`src/design/slcr_defines.vh`:
```
`ifndef SLCR_DEFINES_VH
`define SLCR_DEFINES_VH

// address and data widths and register offsets on the control port
`define SLCR_ADDR_W            12
`define SLCR_DATA_W            8
`define SLCR_OFS_DENSITY_CTRL  12'h0592
`define SLCR_OFS_CHECKSUM0     12'h05A0
`define SLCR_OFS_CHECKSUM1     12'h05A1
`define SLCR_OFS_CHECKSUM2     12'h05A2
`define SLCR_OFS_CHECKSUM3     12'h05A3
`define SLCR_OFS_LANE_PWRDN    12'h05B0

// field positions in the density / control word register
`define SLCR_HD_BIT            7
`define SLCR_CF_MSB            4
`define SLCR_CF_LSB            0

// lane counts
`define SLCR_NUM_SUM_LANES     4
`define SLCR_NUM_PHY_LANES     8

// reset values
`define SLCR_RST_CHECKSUM0     8'hC3
`define SLCR_RST_CHECKSUM1     8'hC4
`define SLCR_RST_CHECKSUM2     8'hC5
`define SLCR_RST_CHECKSUM3     8'hC6
`define SLCR_RST_PWRDN         8'h00
`define SLCR_RST_READ          8'h00

`endif

```
`src/design/slcr_config_readback.v`:
```
`timescale 1ns/10ps
`include "slcr_defines.vh"

// Summary of operation
// RL1 - read-only high-density flag: 1 means high-density format, 0 means disabled
// RL2 - read-only five-bit control words per frame count, reported with no offset
// RL3 - each lane checksum is the sum of its link parameters, modulo 256
// RL4 - lanes 0 to 3 have separate checksums; defaults read C3, C4, C5, C6
// RL5 - one read/write power-down bit per physical lane 0 to 7, 1 powers down
// RL6 - reset clears all eight lane power-down bits
// RL7 - checksums follow any change of the parameters that feed them
module slcr_config_readback
(
	input  wire        sys_clk,
	input  wire        reset,
	input  wire [11:0] regAddr,
	input  wire [7:0]  regWriteData,
	input  wire        regWrite,
	input  wire        regRead,
	output reg  [7:0]  regReadData,
	input  wire        highDensityFlag,
	input  wire [4:0]  ctrlWordsPerFrame,
	input  wire [7:0]  sharedParamSum,
	output reg  [7:0]  laneForcePowerDown
);

	////////////////////////////////////////////////////////////////////////////////
	// sizes and select codes
	// widths and lane counts are fixed, not meant to be overridden

	localparam SUM_LANES = `SLCR_NUM_SUM_LANES;
	localparam PHY_LANES = `SLCR_NUM_PHY_LANES;
	localparam DATA_W    = `SLCR_DATA_W;

	// select codes of the decoded register set
	localparam [2:0] SEL_NONE     = 3'h0;
	localparam [2:0] SEL_DENSITY  = 3'h1;
	localparam [2:0] SEL_CHECKSUM = 3'h2;
	localparam [2:0] SEL_PWRDN    = 3'h3;

	////////////////////////////////////////////////////////////////////////////////
	// address decode

	// one decode for both paths, so a write and a read never disagree on a register
	function [2:0] regSelect;
		input [11:0] addr;
		begin
			case (addr)
				`SLCR_OFS_DENSITY_CTRL:
				begin
					regSelect = SEL_DENSITY;
				end

				`SLCR_OFS_CHECKSUM0,
				`SLCR_OFS_CHECKSUM1,
				`SLCR_OFS_CHECKSUM2,
				`SLCR_OFS_CHECKSUM3:
				begin
					regSelect = SEL_CHECKSUM;
				end

				`SLCR_OFS_LANE_PWRDN:
				begin
					regSelect = SEL_PWRDN;
				end

				default:
				begin
					regSelect = SEL_NONE;
				end

			endcase
		end
	endfunction

	////////////////////////////////////////////////////////////////////////////////
	// read word of the density / control word register

	// reserved bits 6:5 always read zero
	function [7:0] densityWord;
		input       hd;
		input [4:0] cf;

		begin
			densityWord = `SLCR_RST_READ;
			densityWord[`SLCR_HD_BIT] = hd; // [RL1]
			densityWord[`SLCR_CF_MSB:`SLCR_CF_LSB] = cf; // [RL2]
		end
	endfunction

	////////////////////////////////////////////////////////////////////////////////
	// checksum reset values

	function [7:0] checksumReset;
		input [1:0] idx;

		begin
			case (idx)
				2'h0:
				begin
					checksumReset = `SLCR_RST_CHECKSUM0;
				end

				2'h1:
				begin
					checksumReset = `SLCR_RST_CHECKSUM1;
				end

				2'h2:
				begin
					checksumReset = `SLCR_RST_CHECKSUM2;
				end

				2'h3:
				begin
					checksumReset = `SLCR_RST_CHECKSUM3;
				end

				default:
				begin
					checksumReset = `SLCR_RST_CHECKSUM0;
				end

			endcase
		end
	endfunction

	////////////////////////////////////////////////////////////////////////////////
	// lane sum

	// the carry out of bit 7 is dropped, which gives the modulo 256 for free
	function [7:0] laneSum;
		input [7:0] common;
		input [7:0] id;

		begin
			laneSum = common + id; // [RL3]
		end
	endfunction

	////////////////////////////////////////////////////////////////////////////////
	// per-lane checksums
	// only the lane id differs per lane; the shared parameters come in pre-summed

	wire [7:0]             hdTerm;
	wire [7:0]             cfTerm;
	wire [7:0]             commonSum;
	wire [8*SUM_LANES-1:0] checksumBus;

	assign hdTerm = {7'h00, highDensityFlag};
	assign cfTerm = {3'h0, ctrlWordsPerFrame};
	assign commonSum = sharedParamSum + hdTerm + cfTerm; // [RL3]

	genvar lane;
	generate
		for (lane = 0; lane < SUM_LANES; lane = lane + 1)
		begin : gen_sum
			localparam [7:0] LANE_ID  = lane;
			localparam [1:0] LANE_IDX = lane;

			reg  [7:0] checksum;
			wire [7:0] resetChecksum;
			wire [7:0] next_checksum;

			assign resetChecksum = checksumReset(LANE_IDX); // [RL4]
			assign next_checksum = laneSum(commonSum, LANE_ID); // [RL3]
			assign checksumBus[8*lane +: 8] = checksum;

			// a reset in operation reloads the defaults, the next edge the live sum
			always @(posedge sys_clk)
			begin
				if (reset)
				begin
					checksum <= resetChecksum; // [RL4]
				end
				else
				begin
					// refreshed every cycle, so a read lags a change by one cycle at most
					checksum <= next_checksum; // [RL7]
				end
			end
		end
	endgenerate

	////////////////////////////////////////////////////////////////////////////////
	// lane power-down control

	wire                 pdWrite;
	wire [PHY_LANES-1:0] next_powerDown;

	// writes to the read-only registers fall through here and change nothing
	assign pdWrite = regWrite && (regSelect(regAddr) == SEL_PWRDN); // [RL5]

	genvar pdLane;
	generate
		for (pdLane = 0; pdLane < PHY_LANES; pdLane = pdLane + 1)
		begin : gen_pd
			wire writeBit;

			assign writeBit = regWriteData[pdLane];
			// bit position equals physical lane number
			assign next_powerDown[pdLane] = pdWrite ? writeBit
				: laneForcePowerDown[pdLane]; // [RL5]
		end
	endgenerate

	always @(posedge sys_clk)
	begin
		if (reset)
		begin
			laneForcePowerDown <= `SLCR_RST_PWRDN; // [RL6]
		end
		else
		begin
			laneForcePowerDown <= next_powerDown; // [RL5]
		end
	end

	////////////////////////////////////////////////////////////////////////////////
	// read path: data stand one cycle after the read strobe, then drop to zero

	wire [2:0]        readSel;
	reg  [DATA_W-1:0] selectedChecksum;
	reg  [DATA_W-1:0] next_readData;

	assign readSel = regSelect(regAddr);

	always @*
	begin
		selectedChecksum = checksumBus[7:0];

		case (regAddr[1:0])
			2'h0:
			begin
				selectedChecksum = checksumBus[7:0]; // [RL4]
			end

			2'h1:
			begin
				selectedChecksum = checksumBus[15:8]; // [RL4]
			end

			2'h2:
			begin
				selectedChecksum = checksumBus[23:16]; // [RL4]
			end

			2'h3:
			begin
				selectedChecksum = checksumBus[31:24]; // [RL4]
			end

			default:
			begin
				selectedChecksum = checksumBus[7:0];
			end

		endcase
	end

	always @*
	begin
		next_readData = `SLCR_RST_READ;

		case (readSel)
			SEL_DENSITY:
			begin
				// live inputs, no register between, so no lag on this one
				next_readData = densityWord(highDensityFlag, ctrlWordsPerFrame); // [RL1] [RL2]
			end

			SEL_CHECKSUM:
			begin
				next_readData = selectedChecksum; // [RL4]
			end

			SEL_PWRDN:
			begin
				next_readData = laneForcePowerDown; // [RL5]
			end

			default:
			begin
				// unmapped and reserved addresses read zero
				next_readData = `SLCR_RST_READ;
			end

		endcase
	end

	always @(posedge sys_clk)
	begin
		if (reset)
		begin
			regReadData <= `SLCR_RST_READ;
		end
		else if (regRead)
		begin
			regReadData <= next_readData;
		end
		else
		begin
			// data stand for one cycle only, then the bus reads idle zero
			regReadData <= `SLCR_RST_READ;
		end
	end

endmodule

```
`config.mk`:
```
export PLATFORM = sky130hd
export DESIGN_NAME = slcr_config_readback
export DESIGN_NICKNAME = d
export VERILOG_FILES = /design/src/design/slcr_config_readback.v
export VERILOG_INCLUDE_DIRS = /design/src /design/src/design
export SDC_FILE = /design/constraint.sdc
export NUM_CORES = 1
export LEC_CHECK = 0
export CORE_ASPECT_RATIO = 0.5
export CORE_UTILIZATION = 55
export DETAILED_ROUTE_END_ITERATION = 10
export DONT_BUFFER_PORTS = 1
export PLACE_DENSITY = 0.82
export SLEW_MARGIN = 20
export SYNTH_ARGS = -nofsm -noshare
export SYNTH_HDL_FRONTEND = slang
export SYNTH_SLANG_ARGS = --single-unit
```
`constraint.sdc`:
```
create_clock -name sys_clk -period 3.5 [get_ports sys_clk]
set_input_delay 0.7 -clock sys_clk [delete_from_list [all_inputs] [get_ports sys_clk]]
set_output_delay 0.7 -clock sys_clk [all_outputs]
set_load 0.005 [all_outputs]
```
# After elaboration in Yosys (flattened, before gate mapping)
# Cells that the tools add are included.
# Widths: inputs -> output; s select.
dict set report word_totals {
  register_bits 48
  wordCells 31
}
dict set report classes {
  n_addsub 5
  eq_ne 12
  n_mux 3
  bitwise_logic 1
  n_reduce_logical 4
}
# operator count
set op_table {}
lappend op_table {{$eq 12x11->1 const B} 6}
lappend op_table {{$pmux 8 s4} 1}
lappend op_table {{$pmux 8 s3} 1}
lappend op_table {{$add 8x2->8 const B} 2}
lappend op_table {{$add 8x1->8} 1}
lappend op_table {{$add 8x1->8 const B} 1}
lappend op_table {{$add 8x5->8} 1}
lappend op_table {{$eq 3x2->1 const B} 2}
lappend op_table {{$pmux 2 s3} 1}
lappend op_table {{$eq 2x2->1 const B} 2}
lappend op_table {{$reduce_or 4->1} 1}
lappend op_table {{$eq 3x1->1 const B} 1}
lappend op_table {{$eq 2x1->1 const B} 1}
lappend op_table {{$logic_not 2->1} 1}
lappend op_table {{$reduce_or 2->1} 1}
lappend op_table {{$logic_and 1x1->1} 1}
lappend op_table {{$not 1->1} 1}

# Depth between registers and ports, before layout
# Gate-level depths: netlist of run 1.
dict set report logic_depth {
  depth_word 5
  ltp_mapped 11
  mapped_depth_nobuf 11
}

# Worst setup path before layout of run 1
# Ideal clock, no wire load.
dict set report synth_path {
  kind {input -> register}
  start {in highDensityFlag}
  end {reg gen_sum[3].checksum[5]}
  setup_time_ns 0.128
  t_arrival_ns 2.687
  required_time_ns 3.372
  slack_ns 0.685
  stages 10
  n_path_buf 0
  path_cell_list {fa_1 inv_1 fa_1 xor2_2 inv_1 ha_1 a21oi_1 nand3b_4 mux2i_1 nor2_1}
}
dict set report synth_between {
  elab_chain_cells 3
}
# item line_no
set synth_lines {}
lappend synth_lines {{start: declaration} slcr_config_readback.v:21} ;# input wire highDensityFlag,
lappend synth_lines {{$add 8x1->8} slcr_config_readback.v:152} ;# assign commonSum = sharedParamSum + hdTerm + cfTerm;
lappend synth_lines {{$add 8x5->8} slcr_config_readback.v:152}
lappend synth_lines {{named net commonSum[2]} slcr_config_readback.v:147} ;# wire [7:0] commonSum;
lappend synth_lines {{$add 8x2->8} slcr_config_readback.v:137} ;# laneSum = common + id;
lappend synth_lines {{end signal: assignment} slcr_config_readback.v:174} ;# checksum <= resetChecksum;
lappend synth_lines {{end signal: assignment} slcr_config_readback.v:179} ;# checksum <= next_checksum;
lappend synth_lines {{end: declaration} slcr_config_readback.v:161} ;# reg [7:0] checksum;
# The timed path passes the listed nets, and every way through them passes these cells.
# A chain may end at the register's enable or synchronous reset.

# Final worst setup path of run 1
# Same ends and word-level chain as after synthesis.

==> results of run 1 <==
==> cells in the final DEF, fill, tap and decap left out, types with 2 or more instances in the layout <==
master    instances
nand2_1           4
nand3_1           5
dfxtp_1          46
xnor2_1          11
clkbuf_8          5
xor2_1            7
mux4_2            7
ha_1              8
xor2_2            3
a21o_1            2
a32oi_1           2
nor2b_1           4
or2_2             3
nand2b_1         11
a21oi_1           8
nor3b_2           2
nand4_1           4
fa_1              2
xnor2_2           2
nor2_1           37
mux2i_1           9
and3_1            2
inv_1            12
nor3_1            3
a22oi_1           6
==> stage by stage <==
step	worst slack, ns	power (mW)	hold slack, ns	util	instances
after global placement	0.561	0.860	0.536	0.593	274
after CTS	0.743	1.26	0.446	0.621	282
final	0.730	1.26	0.454	0.621	282
after global routing	0.582	1.31	0.452	0.621	282
after detailed placement	0.423	0.874	0.549	0.593	274
after floorplan	0.685	0.837	0.511	-	228
==> cells by family (layout without fill, tap and decap cells) <==
family,count (synthesis),after routing
AND/OR/NAND/NOR,86,86
buffers and inverters,21,21
adder cells (fa/ha/maj),10,10
XOR/XNOR,23,23
multiplexers,17,17
flip-flops,46,46
AO/OA/AOI/OAI,25,25
==> power by group <==
group / internal (mW) / switching, mW
clock network: 0.213 / 0.182
logic: 0.128 / 0.146
registers: 0.577 / 0.0127
total: 0.918 / 0.341
==> area by class of cell <==
cell class	instances	area, um2	share of cell area
Timing Repair Buffer	1	7.51	0.00303
Clock buffer	6	72.6	0.0293
Inverter	12	45.0	0.0182
Tap cell	54	67.6	0.0273
Sequential cell	46	921	0.372
Clock inverter	2	37.5	0.0152
Multi-Input combinational cell	161	1320	0.535
==> layer usage <==
layer / share of wire / GRT usage / vias up
met5: 0 / 0 / -
met2: 0.47 / 0.404 / 59
met1: 0.44 / 0.259 / 786
li1: - / - / 767
met3: 0.074 / 0.0545 / 4
met4: 0.012 / 0.0800 / 0
==> critical path, cell delays in order <==
cell and delay, ns:
fa_1 0.46, inv_1 0.09, fa_1 0.22, xor2_2 0.33, inv_1 0.17, ha_1 0.29, a21oi_1 0.27, nand3b_4 0.19
mux2i_1 0.20, nor2_1 0.05
==> worst paths after layout <==
path / to / depth (start not counted)
setup / recovery: gen_sum[3].checksum[5] / 10
hold / removal: gen_sum[0].checksum[3] / 1
setup reg to reg: regReadData[1] / 3
hold reg to reg: laneForcePowerDown[3] / 2
==> registers in the layout (all words and copies together) (netlist names) <==
| register | cells |
|---|---|
| laneForcePowerDown | 8 |
| regReadData | 8 |
| gen_sum.checksum | 30 |
==> results.py, run 1 <==
metrics = {
    "run_status": {
        "status": "finished clean",
    },
    "clock_tree": {
        "root_buffer": "clkbuf_8",
        "ctsHtreeMaxLevel": 2,
        "holdBufCountCts": 0,
        "cts_made_buffers": 5,
        "path_clk_slew_ns": 0.09,
        "cts_setup_buffers": 0,
        "cts_tree": "yes",
        "cts_sinks": 46,
        "cts_buffer_depth": 2,
        "cts_resized": 0,
        "insertion_delay_ns": 0.31,
    },
    "timing": {
        "max_slew_margin": 0.430,
        "rsz0062_at_grt": "no",
        "period_needed_ns": 2.77,
        "finalHoldViolations": 0,
        "tightest_slew_ns": 0.848,
        "slew_violations": 0,
        "skew_ns": 0.00440,
        "finalCritPeriodShare": 0.791,
        "tns_ns": 0,
        "max_freq_ghz": 0.361,
        "setup_viol": 0,
    },
    "final_layout": {
        "fillCellCount": 304,
        "drive_gt1_frac": 0.167,
        "fin_area_um2": 2470,
        "final_nets": 275,
        "area_growth_pct": 5.61,
        "n_antenna_cell": 0,
    },
    "power_and_ir_drop": {
        "power_per_cell_area_nw_per_um2": 509,
        "ir_drop_mv": 0.205,
        "leakagePower_nw": 1.02,
    },
    "grt": {
        "grtUsageTotal": 0.218,
        "grt_remaining_overflow": 0,
        "antenna_found_initial": 0,
        "grt_pass1_wl_mm": 7.13,
        "grt_max_degree": 37,
        "grt_pass1_vias": 1505,
    },
    "logic_synthesis": {
        "seq_area_frac_synth": 0.393,
        "yosys.cell_count.top_type": "dfxtp_1",
        "synth_compound_area_frac": 0.0817,
        "synth_top_cells_by_area": "dfxtp_1, mux4_2, nor2_1",
        "yosys_register_bits": 46,
        "yosysTopAreaCellShare": 0.393,
        "synth_top_family_by_area": "simple AND/OR/NAND/NOR gates",
        "ys_types": 47,
        "synth-edff-count": 0,
        "netlist_area_um2": 2340,
        "yosys.area_share.simple": 0.210,
        "yosysTopAreaCell": "dfxtp_1",
        "synthesis.nets": 276,
        "yosys.area_share.xor_xnor": 0.102,
        "synth_flop_cell": "dfxtp_1",
        "syn_inst": 228,
        "synthAdderAreaFrac": 0.0598,
        "yosysWarningCount": 0,
        "synthArstFlopShare": 0,
        "synthMuxAreaShare": 0.111,
        "synth_area_per_cell_um2": 10.3,
        "ys_top_cells_by_count": "dfxtp_1, nor2_1, inv_1, nand2b_1, xnor2_1",
    },
    "setup_path": {
        "arrival_ns": 2.98,
        "r2r_slack_ns": 2.36,
        "reg2reg_from": "gen_sum[1].checksum[1]",
        "crit_start": "highDensityFlag",
        "cp_max_fo": 7,
        "cp-end-kind": "register",
        "cp-start-kind": "primary input",
        "required_ns": 3.71,
        "critPathKind": "in -> reg",
    },
    "place": {
        "place_congestion": 0.836,
        "placed_area_um2": 2360,
        "portBuffers": 0,
        "dp_hpwl_mm": 3.70,
    },
    "routing": {
        "drt-initial-drc-count": 77,
        "drc": 0,
        "viasPerCell": 5.73,
        "vias": 1616,
        "drt-total-wl_mm": 4.79,
        "ant_nets": 0,
        "wl_per_cell_um": 17.0,
        "dr.pass1.iters": 4,
    },
    "floorplanning": {
        "io_pins": 54,
        "start_util": 0.588,
        "num_rows": 16,
        "core_area_um2": 3980,
        "fp.dieH_um": 48.1,
        "dieArea_um2": 4540,
        "die_width_um": 94.3,
    },
    "hold_path": {
        "holdCritStartpoint": "reset",
        "hp-class": "in -> reg",
    },
    "flow_run": {
        "drv_cap": 0,
    },
}
(Power assumes the default switching activity.)
==> inputs of run 2 (changes only) <==
clock period = 2.9 ns   (was 3.5 ns; I/O delays follow)
==> results.py, run 2 (synthesized netlist as in run 1, its figures left out) <==
metrics = {
    "power_and_ir_drop": {
        "ir_drop_mv": 0.252,
        "power_per_cell_area_nw_per_um2": 608,
        "leakagePower_nw": 1.03,
        "fin_total_pwr_mw": 1.51,
    },
    "final_layout": {
        "largest_register": "gen_sum.checksum",
        "register_area_um2": 921,
        "largest_reg_flops": 30,
        "n_antenna_cell": 0,
        "area_growth_pct": 6.04,
        "fillCellCount": 324,
        "largest_registers": "gen_sum.checksum: 30 flops, laneForcePowerDown: 8 flops, regReadData: 8 flops",
        "multiInputGateArea_um2": 1320,
        "drive_gt1_frac": 0.171,
        "final_nets": 276,
        "final_common_cell": "dfxtp_1",
        "mostFrequentLayoutCells": "dfxtp_1, nor2_1, inv_1, xnor2_1, nand2b_1",
    },
    "place": {
        "pre_cts_slack_ns": 0.0503,
        "place_congestion": 0.775,
        "portBuffers": 0,
        "dp_hpwl_mm": 3.48,
    },
    "setup_path": {
        "slowest_delay_ns": 0.50,
        "crit_chain": "fa_1 > inv_1 > fa_1 > inv_1 > ha_1 > nand2_1 > nor2_1 > nand4_1 > xnor2_1 > nand2b_1",
        "crit_start": "highDensityFlag",
        "cp_slowest_cell": "fa_1",
        "cp_max_fo": 6,
        "critPathKind": "in -> reg",
        "cp-start-kind": "primary input",
        "path_delay_family": "adder cells",
        "arrival_ns": 2.75,
        "reg2reg_from": "gen_sum[3].checksum[5]",
        "cp-end-kind": "register",
        "required_ns": 3.09,
        "crit_buf_inv": 2,
    },
    "timing": {
        "hold_slack_ns": 0.349,
        "slew_violations": 0,
        "max_freq_ghz": 0.391,
        "max_slew_margin": 0.449,
        "fin_ws_ns": 0.343,
        "finalCritPeriodShare": 0.882,
        "tightest_slew_ns": 0.822,
        "period_needed_ns": 2.56,
        "finalHoldViolations": 0,
        "skew_ns": 0.00368,
        "setup_viol": 0,
        "rsz0062_at_grt": "no",
        "tns_ns": 0,
    },
    "grt": {
        "grt_pass1_wl_mm": 6.86,
        "grt_pass1_vias": 1420,
        "grt_remaining_overflow": 0,
        "grtUsageTotal": 0.207,
        "antenna_found_initial": 0,
        "grt_max_degree": 37,
    },
    "routing": {
        "viasPerCell": 5.63,
        "drt-total-wl_mm": 4.57,
        "wl_per_cell_um": 16.2,
        "drc": 0,
        "drt-initial-drc-count": 77,
        "ant_nets": 0,
        "vias": 1587,
        "dr.pass1.iters": 4,
    },
    "clock_tree": {
        "cts_made_buffers": 5,
        "cts_tree": "yes",
        "cts_buffer_depth": 2,
        "insertion_delay_ns": 0.29,
        "cts_resized": 0,
        "cts_setup_buffers": 0,
        "ctsHtreeMaxLevel": 2,
        "path_clk_slew_ns": 0.08,
        "root_buffer": "clkbuf_8",
        "holdBufCountCts": 0,
        "cts_sinks": 46,
    },
    "floorplanning": {
        "start_util": 0.588,
        "dieArea_um2": 4540,
        "die_width_um": 94.3,
        "fp.dieH_um": 48.1,
        "core_area_um2": 3980,
        "num_rows": 16,
        "io_pins": 54,
    },
    "run_status": {
        "status": "finished clean",
    },
    "hold_path": {
        "hp-class": "in -> reg",
        "holdCritStartpoint": "reset",
    },
    "flow_run": {
        "drv_cap": 0,
    },
}
run 2: cell types whose count changed in the layout (fill, tap and decap cells not counted):
cell        change
clkbuf_8        +1
buf_4           +1
clkinvlp_4      -1
clkbuf_1        -1
run 2: path summary, 6_finish.rpt:
check / to / slack [ns] / depth (start not counted)
setup reg to reg: regReadData[5] / 1.78 / 3
hold / removal: gen_sum[0].checksum[4] / 0.35 / 1
hold reg to reg: laneForcePowerDown[2] / 0.56 / 2
setup / recovery: gen_sum[1].checksum[7] / 0.34 / 10
run 2: per-layer routing:
layer	global-route usage	wire, um	vias to the layer above
li1	-	-	773
met2	0.364	2150	48
met3	0.0576	317	5
met4	0.0554	40	0
met5	0	0	-
met1	0.263	2060	761
run 2: worst reg2reg max path, cell delays in order (launching register included):
cell and delay [ns]:
dfxtp_1 0.30, mux4_2 0.49, a32oi_1 0.18, nor2_1 0.05
run 2: layout make-up:
class | count | share of cell area
clock buffers | 6 | 0.0332
clock inverters | 1 | 0.0121
inverters | 12 | 0.0181
multi-input cells | 161 | 0.532
flip-flops and latches | 46 | 0.371
well taps | 54 | 0.0272
repair buffers | 2 | 0.00605
run 2: report_power, final:
group	total (mW)	leakage, nW	switching [mW]	internal [mW]
Clock	0.475	0.0573	0.200	0.276
Combinational	0.323	0.591	0.170	0.154
Sequential	0.711	0.379	0.0144	0.697
run 2: through the flow:
stage / instances / instance area (um2) / util
final: 282 / 2480 / 0.623
after CTS: 282 / 2480 / 0.623
after detailed placement: 275 / 2370 / 0.595
after global routing: 282 / 2480 / 0.623
after global placement: 275 / 2370 / 0.595
after floorplan: 228 / 2340 / -
